<file path="config.mk">
export PLATFORM = sky130hd
export DESIGN_NAME = iq_pair
export DESIGN_NICKNAME = d
export VERILOG_FILES = /design/src/rtl/iq_pair_pkg.sv /design/src/rtl/iq_pair.sv
export SDC_FILE = /design/constraint.sdc
export NUM_CORES = 1
export LEC_CHECK = 0
export BUFFER_PORTS_ARGS = -buffer_cell sky130_fd_sc_hd__buf_2
export CAP_MARGIN = 0
export CORE_ASPECT_RATIO = 0.8
export CORE_MARGIN = 4
export CORE_UTILIZATION = 59
export CTS_CLUSTER_SIZE = 24
export DETAILED_ROUTE_END_ITERATION = 7
export HOLD_SLACK_MARGIN = 0.12
export PLACE_DENSITY = 0.94
export SYNTH_ARGS = -nofsm -noshare
export SYNTH_HDL_FRONTEND = slang
export SYNTH_SLANG_ARGS = --single-unit
</file>
<file path="constraint.sdc">
create_clock -name clk -period 5.85 [get_ports clk]
set_input_delay 0.585 -clock clk [delete_from_list [all_inputs] [get_ports clk]]
set_output_delay 0.585 -clock clk [all_outputs]
set_load 0.05 [all_outputs]
</file>
<file path="src/rtl/iq_pair_pkg.sv">
// Constants and types for the interleaved I/Q input pairing block
package iq_pair_pkg;

  localparam int unsigned DATA_W       = 10;
  localparam int unsigned SLEEP_CYCLES = 4;
  localparam int unsigned SLEEP_CNT_W  = 3;

  typedef enum logic [1:0] {
    ST_RESET  = 2'b00,
    ST_ONE_I  = 2'b01,
    ST_FILTER = 2'b10
  } pair_state_t;

endpackage

</file>
<file path="src/rtl/iq_pair.sv">
// Interleaved I/Q input capture, pairing machine and filter register load
`timescale 1ns/100ps
module iq_pair #(
  parameter int unsigned DATA_W = iq_pair_pkg::DATA_W
) (
  input  wire logic              clk,
  input  wire logic              rst,
  input  wire logic [DATA_W-1:0] data_pin,
  input  wire logic              write_pin,
  input  wire logic              select_pin,
  input  wire logic              sample_clk_pin,
  input  wire logic              reset_sleep_pin,
  output logic [DATA_W-1:0]      i_filter_in,
  output logic [DATA_W-1:0]      q_filter_in,
  output logic                   filter_clk,
  output logic [DATA_W-1:0]      i_primary_current_out,
  output logic [DATA_W-1:0]      i_complement_current_out,
  output logic [DATA_W-1:0]      q_primary_current_out,
  output logic [DATA_W-1:0]      q_complement_current_out,
  output logic                   power_down
);
  import iq_pair_pkg::*;

  if (DATA_W != iq_pair_pkg::DATA_W) begin : g_bad_width
    $error("iq_pair: data width must be ten bits");
  end

  localparam logic [SLEEP_CNT_W-1:0] SLEEP_LAST = SLEEP_CNT_W'(SLEEP_CYCLES - 1);
  localparam logic [DATA_W-1:0]      CODE_ALL   = {DATA_W{1'b1}};

  ////////////////////////////////////////////////////////////////////////////
  // Pin synchronisers
  logic [DATA_W-1:0] data_s1_q, data_s2_q;
  logic [3:0]        ctl_s1_q, ctl_s2_q, ctl_s3_q;
  logic              wr_rise, clk_rise;
  logic              sel_s, rs_s;

  always_ff @(posedge clk or posedge rst) begin
    if (rst) begin
      data_s1_q <= '0;
      data_s2_q <= '0;
      ctl_s1_q  <= '0;
      ctl_s2_q  <= '0;
      ctl_s3_q  <= '0;
    end else begin
      data_s1_q <= data_pin;
      data_s2_q <= data_s1_q;
      ctl_s1_q  <= {reset_sleep_pin, sample_clk_pin, select_pin, write_pin};
      ctl_s2_q  <= ctl_s1_q;
      ctl_s3_q  <= ctl_s2_q;
    end
  end

  // Edges seen on the second and third stages only
  assign wr_rise  = ctl_s2_q[0] & ~ctl_s3_q[0];
  assign sel_s    = ctl_s2_q[1];
  assign clk_rise = ctl_s2_q[2] & ~ctl_s3_q[2];
  assign rs_s     = ctl_s2_q[3];

  ////////////////////////////////////////////////////////////////////////////
  // Input registers and pending write event
  logic [DATA_W-1:0] i_in_q, i_in_d, q_in_q, q_in_d;
  logic              pend_q, pend_d, pend_sel_q, pend_sel_d;
  logic              ev_write, ev_sel;

  always_comb begin
    i_in_d     = i_in_q;
    q_in_d     = q_in_q;
    pend_d     = pend_q;
    pend_sel_d = pend_sel_q;
    if (wr_rise) begin
      if (sel_s) begin
        i_in_d = data_s2_q;
      end else begin
        q_in_d = data_s2_q;
      end
      pend_d     = 1'b1;
      pend_sel_d = sel_s;
    end
    if (clk_rise) begin
      pend_d = 1'b0;
    end
    // Write on the same cycle as the clock counts for this clock
    ev_write = pend_q | wr_rise;
    ev_sel   = wr_rise ? sel_s : pend_sel_q;
  end

  always_ff @(posedge clk or posedge rst) begin
    if (rst) begin
      i_in_q     <= '0;
      q_in_q     <= '0;
      pend_q     <= 1'b0;
      pend_sel_q <= 1'b0;
    end else begin
      i_in_q     <= i_in_d;
      q_in_q     <= q_in_d;
      pend_q     <= pend_d;
      pend_sel_q <= pend_sel_d;
    end
  end

  ////////////////////////////////////////////////////////////////////////////
  // Reset/sleep length counter
  logic [SLEEP_CNT_W-1:0] rs_cnt_q, rs_cnt_d;
  logic                   pd_q, pd_d;

  always_comb begin
    rs_cnt_d = rs_cnt_q;
    pd_d     = pd_q;
    if (!rs_s) begin
      rs_cnt_d = '0;
      pd_d     = 1'b0;
    end else if (clk_rise) begin
      if (rs_cnt_q == SLEEP_LAST) begin
        pd_d = 1'b1;
      end else begin
        rs_cnt_d = rs_cnt_q + 1'b1;
      end
    end
  end

  always_ff @(posedge clk or posedge rst) begin
    if (rst) begin
      rs_cnt_q <= '0;
      pd_q     <= 1'b0;
    end else begin
      rs_cnt_q <= rs_cnt_d;
      pd_q     <= pd_d;
    end
  end

  ////////////////////////////////////////////////////////////////////////////
  // Pairing state machine and filter clock
  pair_state_t       st_q, st_d;
  logic              fclk_q, fclk_d;
  logic [DATA_W-1:0] i_flt_q, i_flt_d, q_flt_q, q_flt_d;

  always_comb begin
    st_d    = st_q;
    fclk_d  = fclk_q;
    i_flt_d = i_flt_q;
    q_flt_d = q_flt_q;
    if (clk_rise) begin
      fclk_d = ~fclk_q;
      if (rs_s) begin
        st_d   = ST_RESET;
        fclk_d = 1'b0;
      end else begin
        case (st_q)
          ST_RESET: begin
            if (ev_write && ev_sel) begin
              st_d = ST_ONE_I;
            end
          end
          ST_ONE_I: begin
            if (ev_write) begin
              st_d = ST_FILTER;
            end
          end
          ST_FILTER: begin
            if (ev_write && ev_sel) begin
              st_d = ST_ONE_I;
            end else if (ev_write) begin
              st_d = ST_RESET;
            end
          end
          default: begin
            st_d = ST_RESET;
          end
        endcase
        if (st_d == ST_FILTER && st_q != ST_FILTER) begin
          i_flt_d = i_in_d;
          q_flt_d = q_in_d;
        end
      end
    end
  end

  always_ff @(posedge clk or posedge rst) begin
    if (rst) begin
      st_q    <= ST_RESET;
      fclk_q  <= 1'b0;
      i_flt_q <= '0;
      q_flt_q <= '0;
    end else begin
      st_q    <= st_d;
      fclk_q  <= fclk_d;
      i_flt_q <= i_flt_d;
      q_flt_q <= q_flt_d;
    end
  end

  ////////////////////////////////////////////////////////////////////////////
  // Channel output codes, both loaded on each sample clock rise outside power down, cleared every cycle in power down
  logic [DATA_W-1:0] ip_q, ip_d, ic_q, ic_d, qp_q, qp_d, qc_q, qc_d;

  always_comb begin
    ip_d = ip_q;
    ic_d = ic_q;
    qp_d = qp_q;
    qc_d = qc_q;
    if (pd_q) begin
      ip_d = '0;
      ic_d = '0;
      qp_d = '0;
      qc_d = '0;
    end else if (clk_rise) begin
      ip_d = i_flt_q;
      ic_d = CODE_ALL - i_flt_q;
      qp_d = q_flt_q;
      qc_d = CODE_ALL - q_flt_q;
    end
  end

  always_ff @(posedge clk or posedge rst) begin
    if (rst) begin
      ip_q <= '0;
      ic_q <= '0;
      qp_q <= '0;
      qc_q <= '0;
    end else begin
      ip_q <= ip_d;
      ic_q <= ic_d;
      qp_q <= qp_d;
      qc_q <= qc_d;
    end
  end

  assign i_filter_in              = i_flt_q;
  assign q_filter_in              = q_flt_q;
  assign filter_clk               = fclk_q;
  assign i_primary_current_out    = ip_q;
  assign i_complement_current_out = ic_q;
  assign q_primary_current_out    = qp_q;
  assign q_complement_current_out = qc_q;
  assign power_down               = pd_q;

endmodule

</file>
Yosys cells after proc, flatten, opt, wreduce, memory -nomap -nowiden
Index checks and enable logic that the tools add are counted.
{ "op_classes": {"n_addsub": 3, "n_eq_ne": 8, "muxes": 30, "bitwise_logic": 7, "n_reduce_logical": 8} }
{ "ops": {"columns": ["op", "count"], "rows": [
  ["10-bit two-way mux", 12],
  ["10-bit subtractor (first input constant)", 2],
  ["2-bit two-way mux", 7],
  ["3-bit two-way mux", 3],
  ["1-bit two-way mux", 7],
  ["2-bit one-hot mux with 3 select lines", 1],
  ["2-bit equality test (second input constant)", 2],
  ["2-bit by 1-bit inequality test with 1-bit output (second input constant)", 2],
  ["2-bit inequality test (second input constant)", 2],
  ["1-bit inverter", 4],
  ["2-bit AND reduction", 2],
  ["2-bit nonzero test", 2],
  ["3-bit by 1-bit adder with 3-bit output (second input constant)", 1],
  ["3-bit by 2-bit equality test with 1-bit output (second input constant)", 1],
  ["3-bit AND reduction", 1],
  ["1-bit AND", 2],
  ["2-bit by 1-bit equality test with 1-bit output (second input constant)", 1],
  ["1-bit logical AND", 2],
  ["2-bit logical NOT", 1],
  ["1-bit bitwise OR", 1]
]} }
{ "word_totals": {"reg_bits": 120, "inputBits": 16} }

Depth between registers and ports, before layout
Gate-level depths: netlist of run 1.
{ "depth": {"ltp_word": 11, "depth_mapped": 5, "mapped_depth_nobuf": 5} }

Worst setup path before layout of run 1
Ideal clock, no wire load.
{ "synth_timing": {"path_kind": "register to register", "start": "reg ctl_s3_q[0]", "end": "reg i_flt_q[0], in the netlist i_filter_in[0]", "arrival_time_ns": 1.472, "required_ns": 5.725, "slack_ns": 4.253, "path_stages_with_launch": 5, "period_less_slack_ns": 1.597, "path_cell_list": "dfrtp_1 -> nand2b_4 -> a2111oi_4 -> buf_6 -> mux2_4"} }
{ "synth_via": {"elab_chain_cells": 11, "elab_cells_between_ends": 16} }
{ "synth_rtl": {"columns": ["element", "line_no", "text"], "rows": [
  ["start: declaration", "iq_pair.sv:34", "logic [3:0] ctl_s1_q, ctl_s2_q, ctl_s3_q;"],
  ["start signal: assignment", "iq_pair.sv:50", "ctl_s3_q <= ctl_s2_q;"],
  ["1-bit inverter (*)", "iq_pair.sv:55", "assign wr_rise = ctl_s2_q[0] & ~ctl_s3_q[0];"],
  ["1-bit AND (*)", "iq_pair.sv:55", null],
  ["1-bit bitwise OR or 1-bit two-way mux (tied branches)", null, null],
  ["2-bit two-way mux or 1-bit logical AND (tied branches)", "iq_pair.sv:163, iq_pair.sv:151, iq_pair.sv:161", null],
  ["2-bit two-way mux (on tied branches)", "iq_pair.sv:161, iq_pair.sv:151", null],
  ["2-bit one-hot mux with 3 select lines", "iq_pair.sv:149", "case (st_q)"],
  ["2-bit two-way mux", "iq_pair.sv:145", "if (rs_s) begin"],
  ["2-bit two-way mux", "iq_pair.sv:143", "if (clk_rise) begin"],
  ["2-bit equality test", "iq_pair.sv:171", "if (st_d == ST_FILTER && st_q != ST_FILTER) begin"],
  ["1-bit logical AND", "iq_pair.sv:171", null],
  ["3-bit AND reduction (no line)", null, null],
  ["end signal: assignment", "iq_pair.sv:188", "i_flt_q <= i_flt_d;"],
  ["end: declaration", "iq_pair.sv:136", "logic [DATA_W-1:0] i_flt_q, i_flt_d, q_flt_q, q_flt_d;"]
]} }
Mark *: on every way between the ends. The rest lies on a longest branch, timed or not. The select of a mux whose other input is x is not followed.
A chain may end at the register's enable or synchronous reset.

Worst setup path in the final report of run 1
{ "layout_timing": {"start": "reg ctl_s2_q[0]", "end": "reg q_flt_q[7], in the netlist q_filter_in[7]"} }
{ "layout_via": {"elab_cells_between_ends": 15} }
{ "layout_rtl": {"columns": ["element", "line_no", "text"], "rows": [
  ["start: declaration", "iq_pair.sv:34", null],
  ["start signal: assignment", "iq_pair.sv:49", "ctl_s2_q <= ctl_s1_q;"],
  ["1-bit AND", "iq_pair.sv:55", null],
  ["10-bit two-way mux", "iq_pair.sv:71", "if (wr_rise) begin"],
  ["via q_in_d[7]", "iq_pair.sv:62", "logic [DATA_W-1:0] i_in_q, i_in_d, q_in_q, q_in_d;"],
  ["end signal: assignment", "iq_pair.sv:189", "q_flt_q <= q_flt_d;"],
  ["end: declaration", "iq_pair.sv:136", null]
]} }
The timed path passes the listed nets, and every way through them passes these cells. The select of a mux whose other input is x is not followed.

==> results of run 1 <==
-- state kept, by name (all words and copies together), names as in the netlist, 10 cells and up --
| signal | cells |
|---|---|
| i_filter_in | 10 |
| q_primary_current_out | 10 |
| data_s1_q | 10 |
| q_filter_in | 10 |
| q_complement_current_out | 10 |
| data_s2_q | 10 |
| i_in_q | 10 |
| q_in_q | 10 |
| i_complement_current_out | 10 |
| i_primary_current_out | 10 |
-- critical path: cells and delay by family (launching register included) --
kind | cells | cell delay [ps]
flops | 1 | 450
mux | 2 | 710
simple gates | 1 | 800
-- final cells by class --
| type | instances | area (um2) |
|---|---|---|
| Clock buffer | 24 | 490.5 |
| Inverter | 5 | 21.27 |
| Clock inverter | 4 | 45.04 |
| Fill cell | 404 | 1687 |
| Sequential cell | 119 | 2978 |
| Multi-Input combinational cell | 172 | 1214 |
| Tap cell | 87 | 108.9 |
| Timing Repair Buffer | 81 | 415.4 |
-- layer usage --
layer	track usage, %	share of wire [%]	vias to the layer above
met3	8.721	6.6	13
met4	6.588	1.1	0
li1	-	-	1216
met2	35.64	50	85
met1	28.62	43	1381
met5	0	0	-
-- Yosys cell counts (4+ instances only) --
master / count
nand2b_1: 4
mux2_2: 30
a21oi_1: 25
dfrtp_1: 119
mux2_4: 10
nor2_1: 21
buf_2: 5
clkbuf_1: 9
inv_1: 5
nor3b_1: 20
nand2_1: 45
-- worst max path at each step --
| stage | start | endpoint | slack, ps | depth (start not counted) |
|---|---|---|---|---|
| global placement | rst | i_complement_current_out[4] | 3920 | 3 |
| CTS | ctl_s2_q[0] | q_filter_in[7] | 3780 | 3 |
| finish | ctl_s2_q[0] | q_filter_in[7] | 3770 | 3 |
| floorplan | rst | ctl_s1_q[0] | 2110 | 1 |
| detailed placement | ctl_s2_q[0] | q_filter_in[7] | 3810 | 3 |
| global route | ctl_s2_q[0] | q_filter_in[4] | 3690 | 3 |
-- cells by family (layout without fill, tap and decap cells) --
family / after synthesis / in the layout / share of synthesized area, %
adder cells (fa/ha/maj): 2 / 2 / 0.5842
multiplexers: 40 / 40 / 11.39
AO/OA/AOI/OAI: 35 / 35 / 5.200
AND/OR/NAND/NOR: 94 / 94 / 10.66
flip-flops: 119 / 119 / 69.53
buffers and inverters: 22 / 114 / 2.425
XOR/XNOR: 1 / 1 / 0.2045
-- power by group through the flow --
stage / sequential (mW) / combinational, mW / clock [mW]
after floorplan: 1.41 / 0.164 / 0
after global placement: 1.05 / 0.663 / 0
after detailed placement: 1.06 / 0.681 / 0
after CTS: 1.05 / 0.686 / 0.937
after global routing: 1.07 / 0.717 / 0.981
final: 1.05 / 0.679 / 0.933
-- per-stage QoR --
step	hold slack [ps]	cells	setup WS, ps
detailed placement	336.3	464	3808
finish	184.6	492	3769
global route	161.7	492	3688
floorplan	331.2	313	2108
global placement	332.1	464	3916
CTS	169.8	492	3779
==> impl_metrics.ini, run 1 <==
[run_status]
run_status = complete, no violations

[worst_setup_path]
worst_path_most_repeated_cell = mux2_2
end_kind = flop
r2r_end = q_filter_in[7]
critPathArrivalTime_ps = 2460
path_class = flop to flop
crit_path_start_kind = flop
cp_max_fo = 10
r2r_start = ctl_s2_q[0]
cp_slowest_cell = nor3b_2
cp_data_required_time_ps = 6220
rr_worst_depth = 3
r2r_slack_ps = 3770
slowest_delay_ps = 800
cp_cell_sequence = nor3b_2 -> mux2_2 -> mux2_2

[hold_path]
holdPathStages = 1
hold_path.class = primary input to flop
min_delay_worst_endpoint = data_s1_q[5]
hold_start = data_pin[5]

[layout]
final_nets = 414
fin_area_um2 = 5273
n_antenna_cell = 0
drive_gt1_share_pct = 37.53
syn2layout_area_growth_pct = 23.11
final_cell_mix = dfrtp_1 (119), buf_2 (77), nand2_1 (45)
fin_util_pct = 75.76
mostFrequentLayoutCell = dfrtp_1

[synthesis]
ys_seq_area_share_pct = 69.53
synth_cell_type_count = 26
yosysTopAreaCellShare_pct = 69.53
async_flop_share_pct = 100.0
postSynthAreaPerCell_um2 = 13.68
synth_nets = 331
syn-cell-area_um2 = 4283
ys_seq_elements = 119
yosys-top-cells-area = dfrtp_1 (70%), mux2_2 (7.9%), nand2_1 (3.9%)
synthFlopType = dfrtp_1
synthCells = 313
synth_top_area_cell = dfrtp_1
synth_edf_count = 0
yosysWarnings = 0

[sta]
finalSetupTns_ps = 0
max-slew-margin-rel_pct = 28.16
worst_pin_slew_ps = 1078
hold_violations = 0
min_period_over_period_pct = 35.57
skew_ps = 9.508
final.min_clock_period_ps = 2081
rsz0062_at_grt = no
timing.fmax_mhz = 480.5
setup_viol = 0
slew_violations = 0

[floorplanning]
rows = 27
ios = 78
dieArea_um2 = 8695
core_um2 = 6959
initial_utilization_pct = 61.54
die_h_um = 84.21
die_w_um = 103.3

[global_routing]
grt.total_usage_pct = 22.38
grt_max_degree = 62
grt_pass1_vias = 2900
grt_pass1_wl_um = 14540
grt_overflow = 0
antenna_found_initial = 0

[cts]
clkTransAtPathRegs_ps = 50
htreeDepth = 4
numCtsBuffers = 17
cts_tree = yes
cts-root-buf = clkbuf_8
cts_hold_buffers = 0
clkLatencyLatePin_ps = 500
cts_resized = 0
cts_setup_buffers = 0
cts.sinks = 119
cts_buffer_depth = 2

[routing]
ant_nets = 0
via_per_inst = 5.478
drt-pass1-iter-count = 4
drt_wl_total_um = 8817
vias = 2695
drc = 0
drt_iter0_drc = 143
wl_per_cell_um = 17.92

[power]
swShare_pct = 34.40
p_leak_nw = 2.518
ir_drop_uv = 285.1
powerDensity_nw_per_um2 = 505.1
p_seq_share_pct = 39.5
p_int_mw = 1.747
finalPower_mw = 2.663
p_switching_mw = 0.9162
clockPowerShare_pct = 35.0
combPwrFrac_pct = 25.5

[place]
io_buffers = 77
dp.final_hpwl_um = 5543
gp_congestion = 0.7467
place_area_um2 = 4737

[run]
cap_violations = 0
(Power assumes the default switching activity.)
==> run 2, diff against run 1 <==
Settings changed: CORE_UTILIZATION 59 to 55, PLACE_DENSITY 0.94 to 0.89.
Clock period 5.85 ns to 2.06 ns, I/O delays scaled along.
==> impl_metrics.ini, run 2 (synthesis results as in run 1) <==
[sta]
skew_ps = 6.884
worst_pin_slew_ps = 604.6
timing.fmax_mhz = 560.6
layout_setup_ws_ps = 276.2
final.min_clock_period_ps = 1784
max-slew-margin-rel_pct = 59.61
hold_violations = 0
min_period_over_period_pct = 86.59
rsz0062_at_grt = no
setup_viol = 0
finalSetupTns_ps = 0
slew_violations = 0

[global_routing]
grt_pass1_wl_um = 15280
antenna_found_initial = 0
grt_overflow = 0
grt.total_usage_pct = 21.91
grt_max_degree = 46
grt_pass1_vias = 2954

[worst_setup_path]
critPathArrivalTime_ps = 2180
r2r_start = rs_cnt_q[0]
path_class = flop to flop
r2r_slack_ps = 280
crit_path_start_kind = flop
r2r_end = rs_cnt_q[2]
cp_data_required_time_ps = 2460
end_kind = flop
cp_max_fo = 4
rr_worst_depth = 5

[floorplanning]
ios = 78
rows = 28
initial_utilization_pct = 57.13
die_w_um = 106.7
core_um2 = 7497
dieArea_um2 = 9271
die_h_um = 86.93

[routing]
ant_nets = 0
drt_wl_total_um = 9208
vias = 2773
drc = 0
via_per_inst = 5.193
drt-pass1-iter-count = 4
wl_per_cell_um = 17.24
drt_iter0_drc = 111

[power]
p_int_mw = 5.332
p_switching_mw = 2.654
swShare_pct = 33.24
finalPower_mw = 7.987
ir_drop_uv = 1165
powerDensity_nw_per_um2 = 1420
clockPowerShare_pct = 37.8
p_leak_nw = 2.658
combPwrFrac_pct = 24.7
p_seq_share_pct = 37.4

[run]
cap_violations = 0

[cts]
htreeDepth = 4
clkLatencyLatePin_ps = 500
clkTransAtPathRegs_ps = 50
cts.sinks = 119
cts-root-buf = clkbuf_8
cts_tree = yes
cts_buffer_depth = 2
numCtsBuffers = 17

[place]
pre_cts_ws_ps = 291.6
io_buffers = 77
gp_congestion = 0.7401
dp.final_hpwl_um = 5626
placedCellCount = 487

[layout]
final_cell_mix = dfrtp_1 (119), buf_2 (77), nand2_1 (45)
n_antenna_cell = 0
drive_gt1_share_pct = 37.76
final_nets = 434
final_cells = 534
syn2layout_area_growth_pct = 31.35
mostFrequentLayoutCell = dfrtp_1
fillers = 485

[hold_path]
hold_path.class = primary input to asynchronous set/reset pin

[run_status]
run_status = complete, no violations
run 2: changes by cell type in the layout (fill, tap and decap cells not counted), sizes merged:
cell,previous run,this run
clkbuf,24,25
dlygate4sd3,0,15
clkinvlp,0,2
buf,81,86
inv,5,4
bufinv,1,3
run 2: cell type report:
class	count	area [um2]	area share, %
flip-flops and latches	119	2978	52.94
multi-input cells	172	1214	21.57
well taps	105	131.4	2.335
clock inverters	7	112.6	2.002
clock buffers	25	514.2	9.141
repair buffers	101	653.1	11.61
inverters	5	22.52	0.4004
run 2: repair_timing:
action                                 in CTS  in global routing
hold buffers                               15                  0
endpoints found under the hold margin      36                  0
setup buffers                               0                  0
gates resized for setup                     0                  0
run 2: how the worst max path moves through the flow:
| stage | start | endpoint | slack [ps] | cells after the start |
|---|---|---|---|---|
| detailed placement | rs_cnt_q[0] | rs_cnt_q[2] | 290 | 5 |
| CTS | rs_cnt_q[0] | rs_cnt_q[2] | 280 | 5 |
| floorplan | rst | ctl_s1_q[0] | 400 | 1 |
| finish | rs_cnt_q[0] | rs_cnt_q[2] | 280 | 5 |
| global route | rs_cnt_q[0] | rs_cnt_q[2] | 70 | 5 |
| global placement | ctl_s3_q[0] | q_filter_in[2] | 410 | 4 |
run 2: power by group through the flow:
stage / registers (mW) / logic (mW) / clock network (mW)
2_1_floorplan: 3.99 / 0.466 / 0
3_3_place_gp: 2.99 / 1.90 / 0
3_5_place_dp: 3.02 / 1.95 / 0
4_1_cts: 2.99 / 1.99 / 3.06
5_1_grt: 3.04 / 2.08 / 3.18
6_report: 2.99 / 1.97 / 3.02
run 2: worst max-delay path, stage by stage, from the launching register on:
cell	delay (ps)
dfrtp_1	400
ha_1	210
ha_1	210
nor3b_1	520
nor2_1	90
a211oi_1	250
run 2: per-layer routing:
layer	GRT usage [%]	vias to the layer above	part of all wire [%]	wire length (um)
li1	-	1265	-	-
met1	28.21	1405	43	3960
met2	35.43	95	50	4624
met3	7.635	8	5.9	541
met4	7.085	0	0.89	82
met5	0	-	0	0
run 2: metrics by stage:
stage               instance area, um2  hold WS (ps)  util [%]
floorplan                         4287         237.4         -
global placement                  4848         286.7     64.67
detailed placement                4848         295.0     64.67
CTS                               5625         322.5     75.03
global route                      5625         331.8     75.03
finish                            5625         317.7     75.03
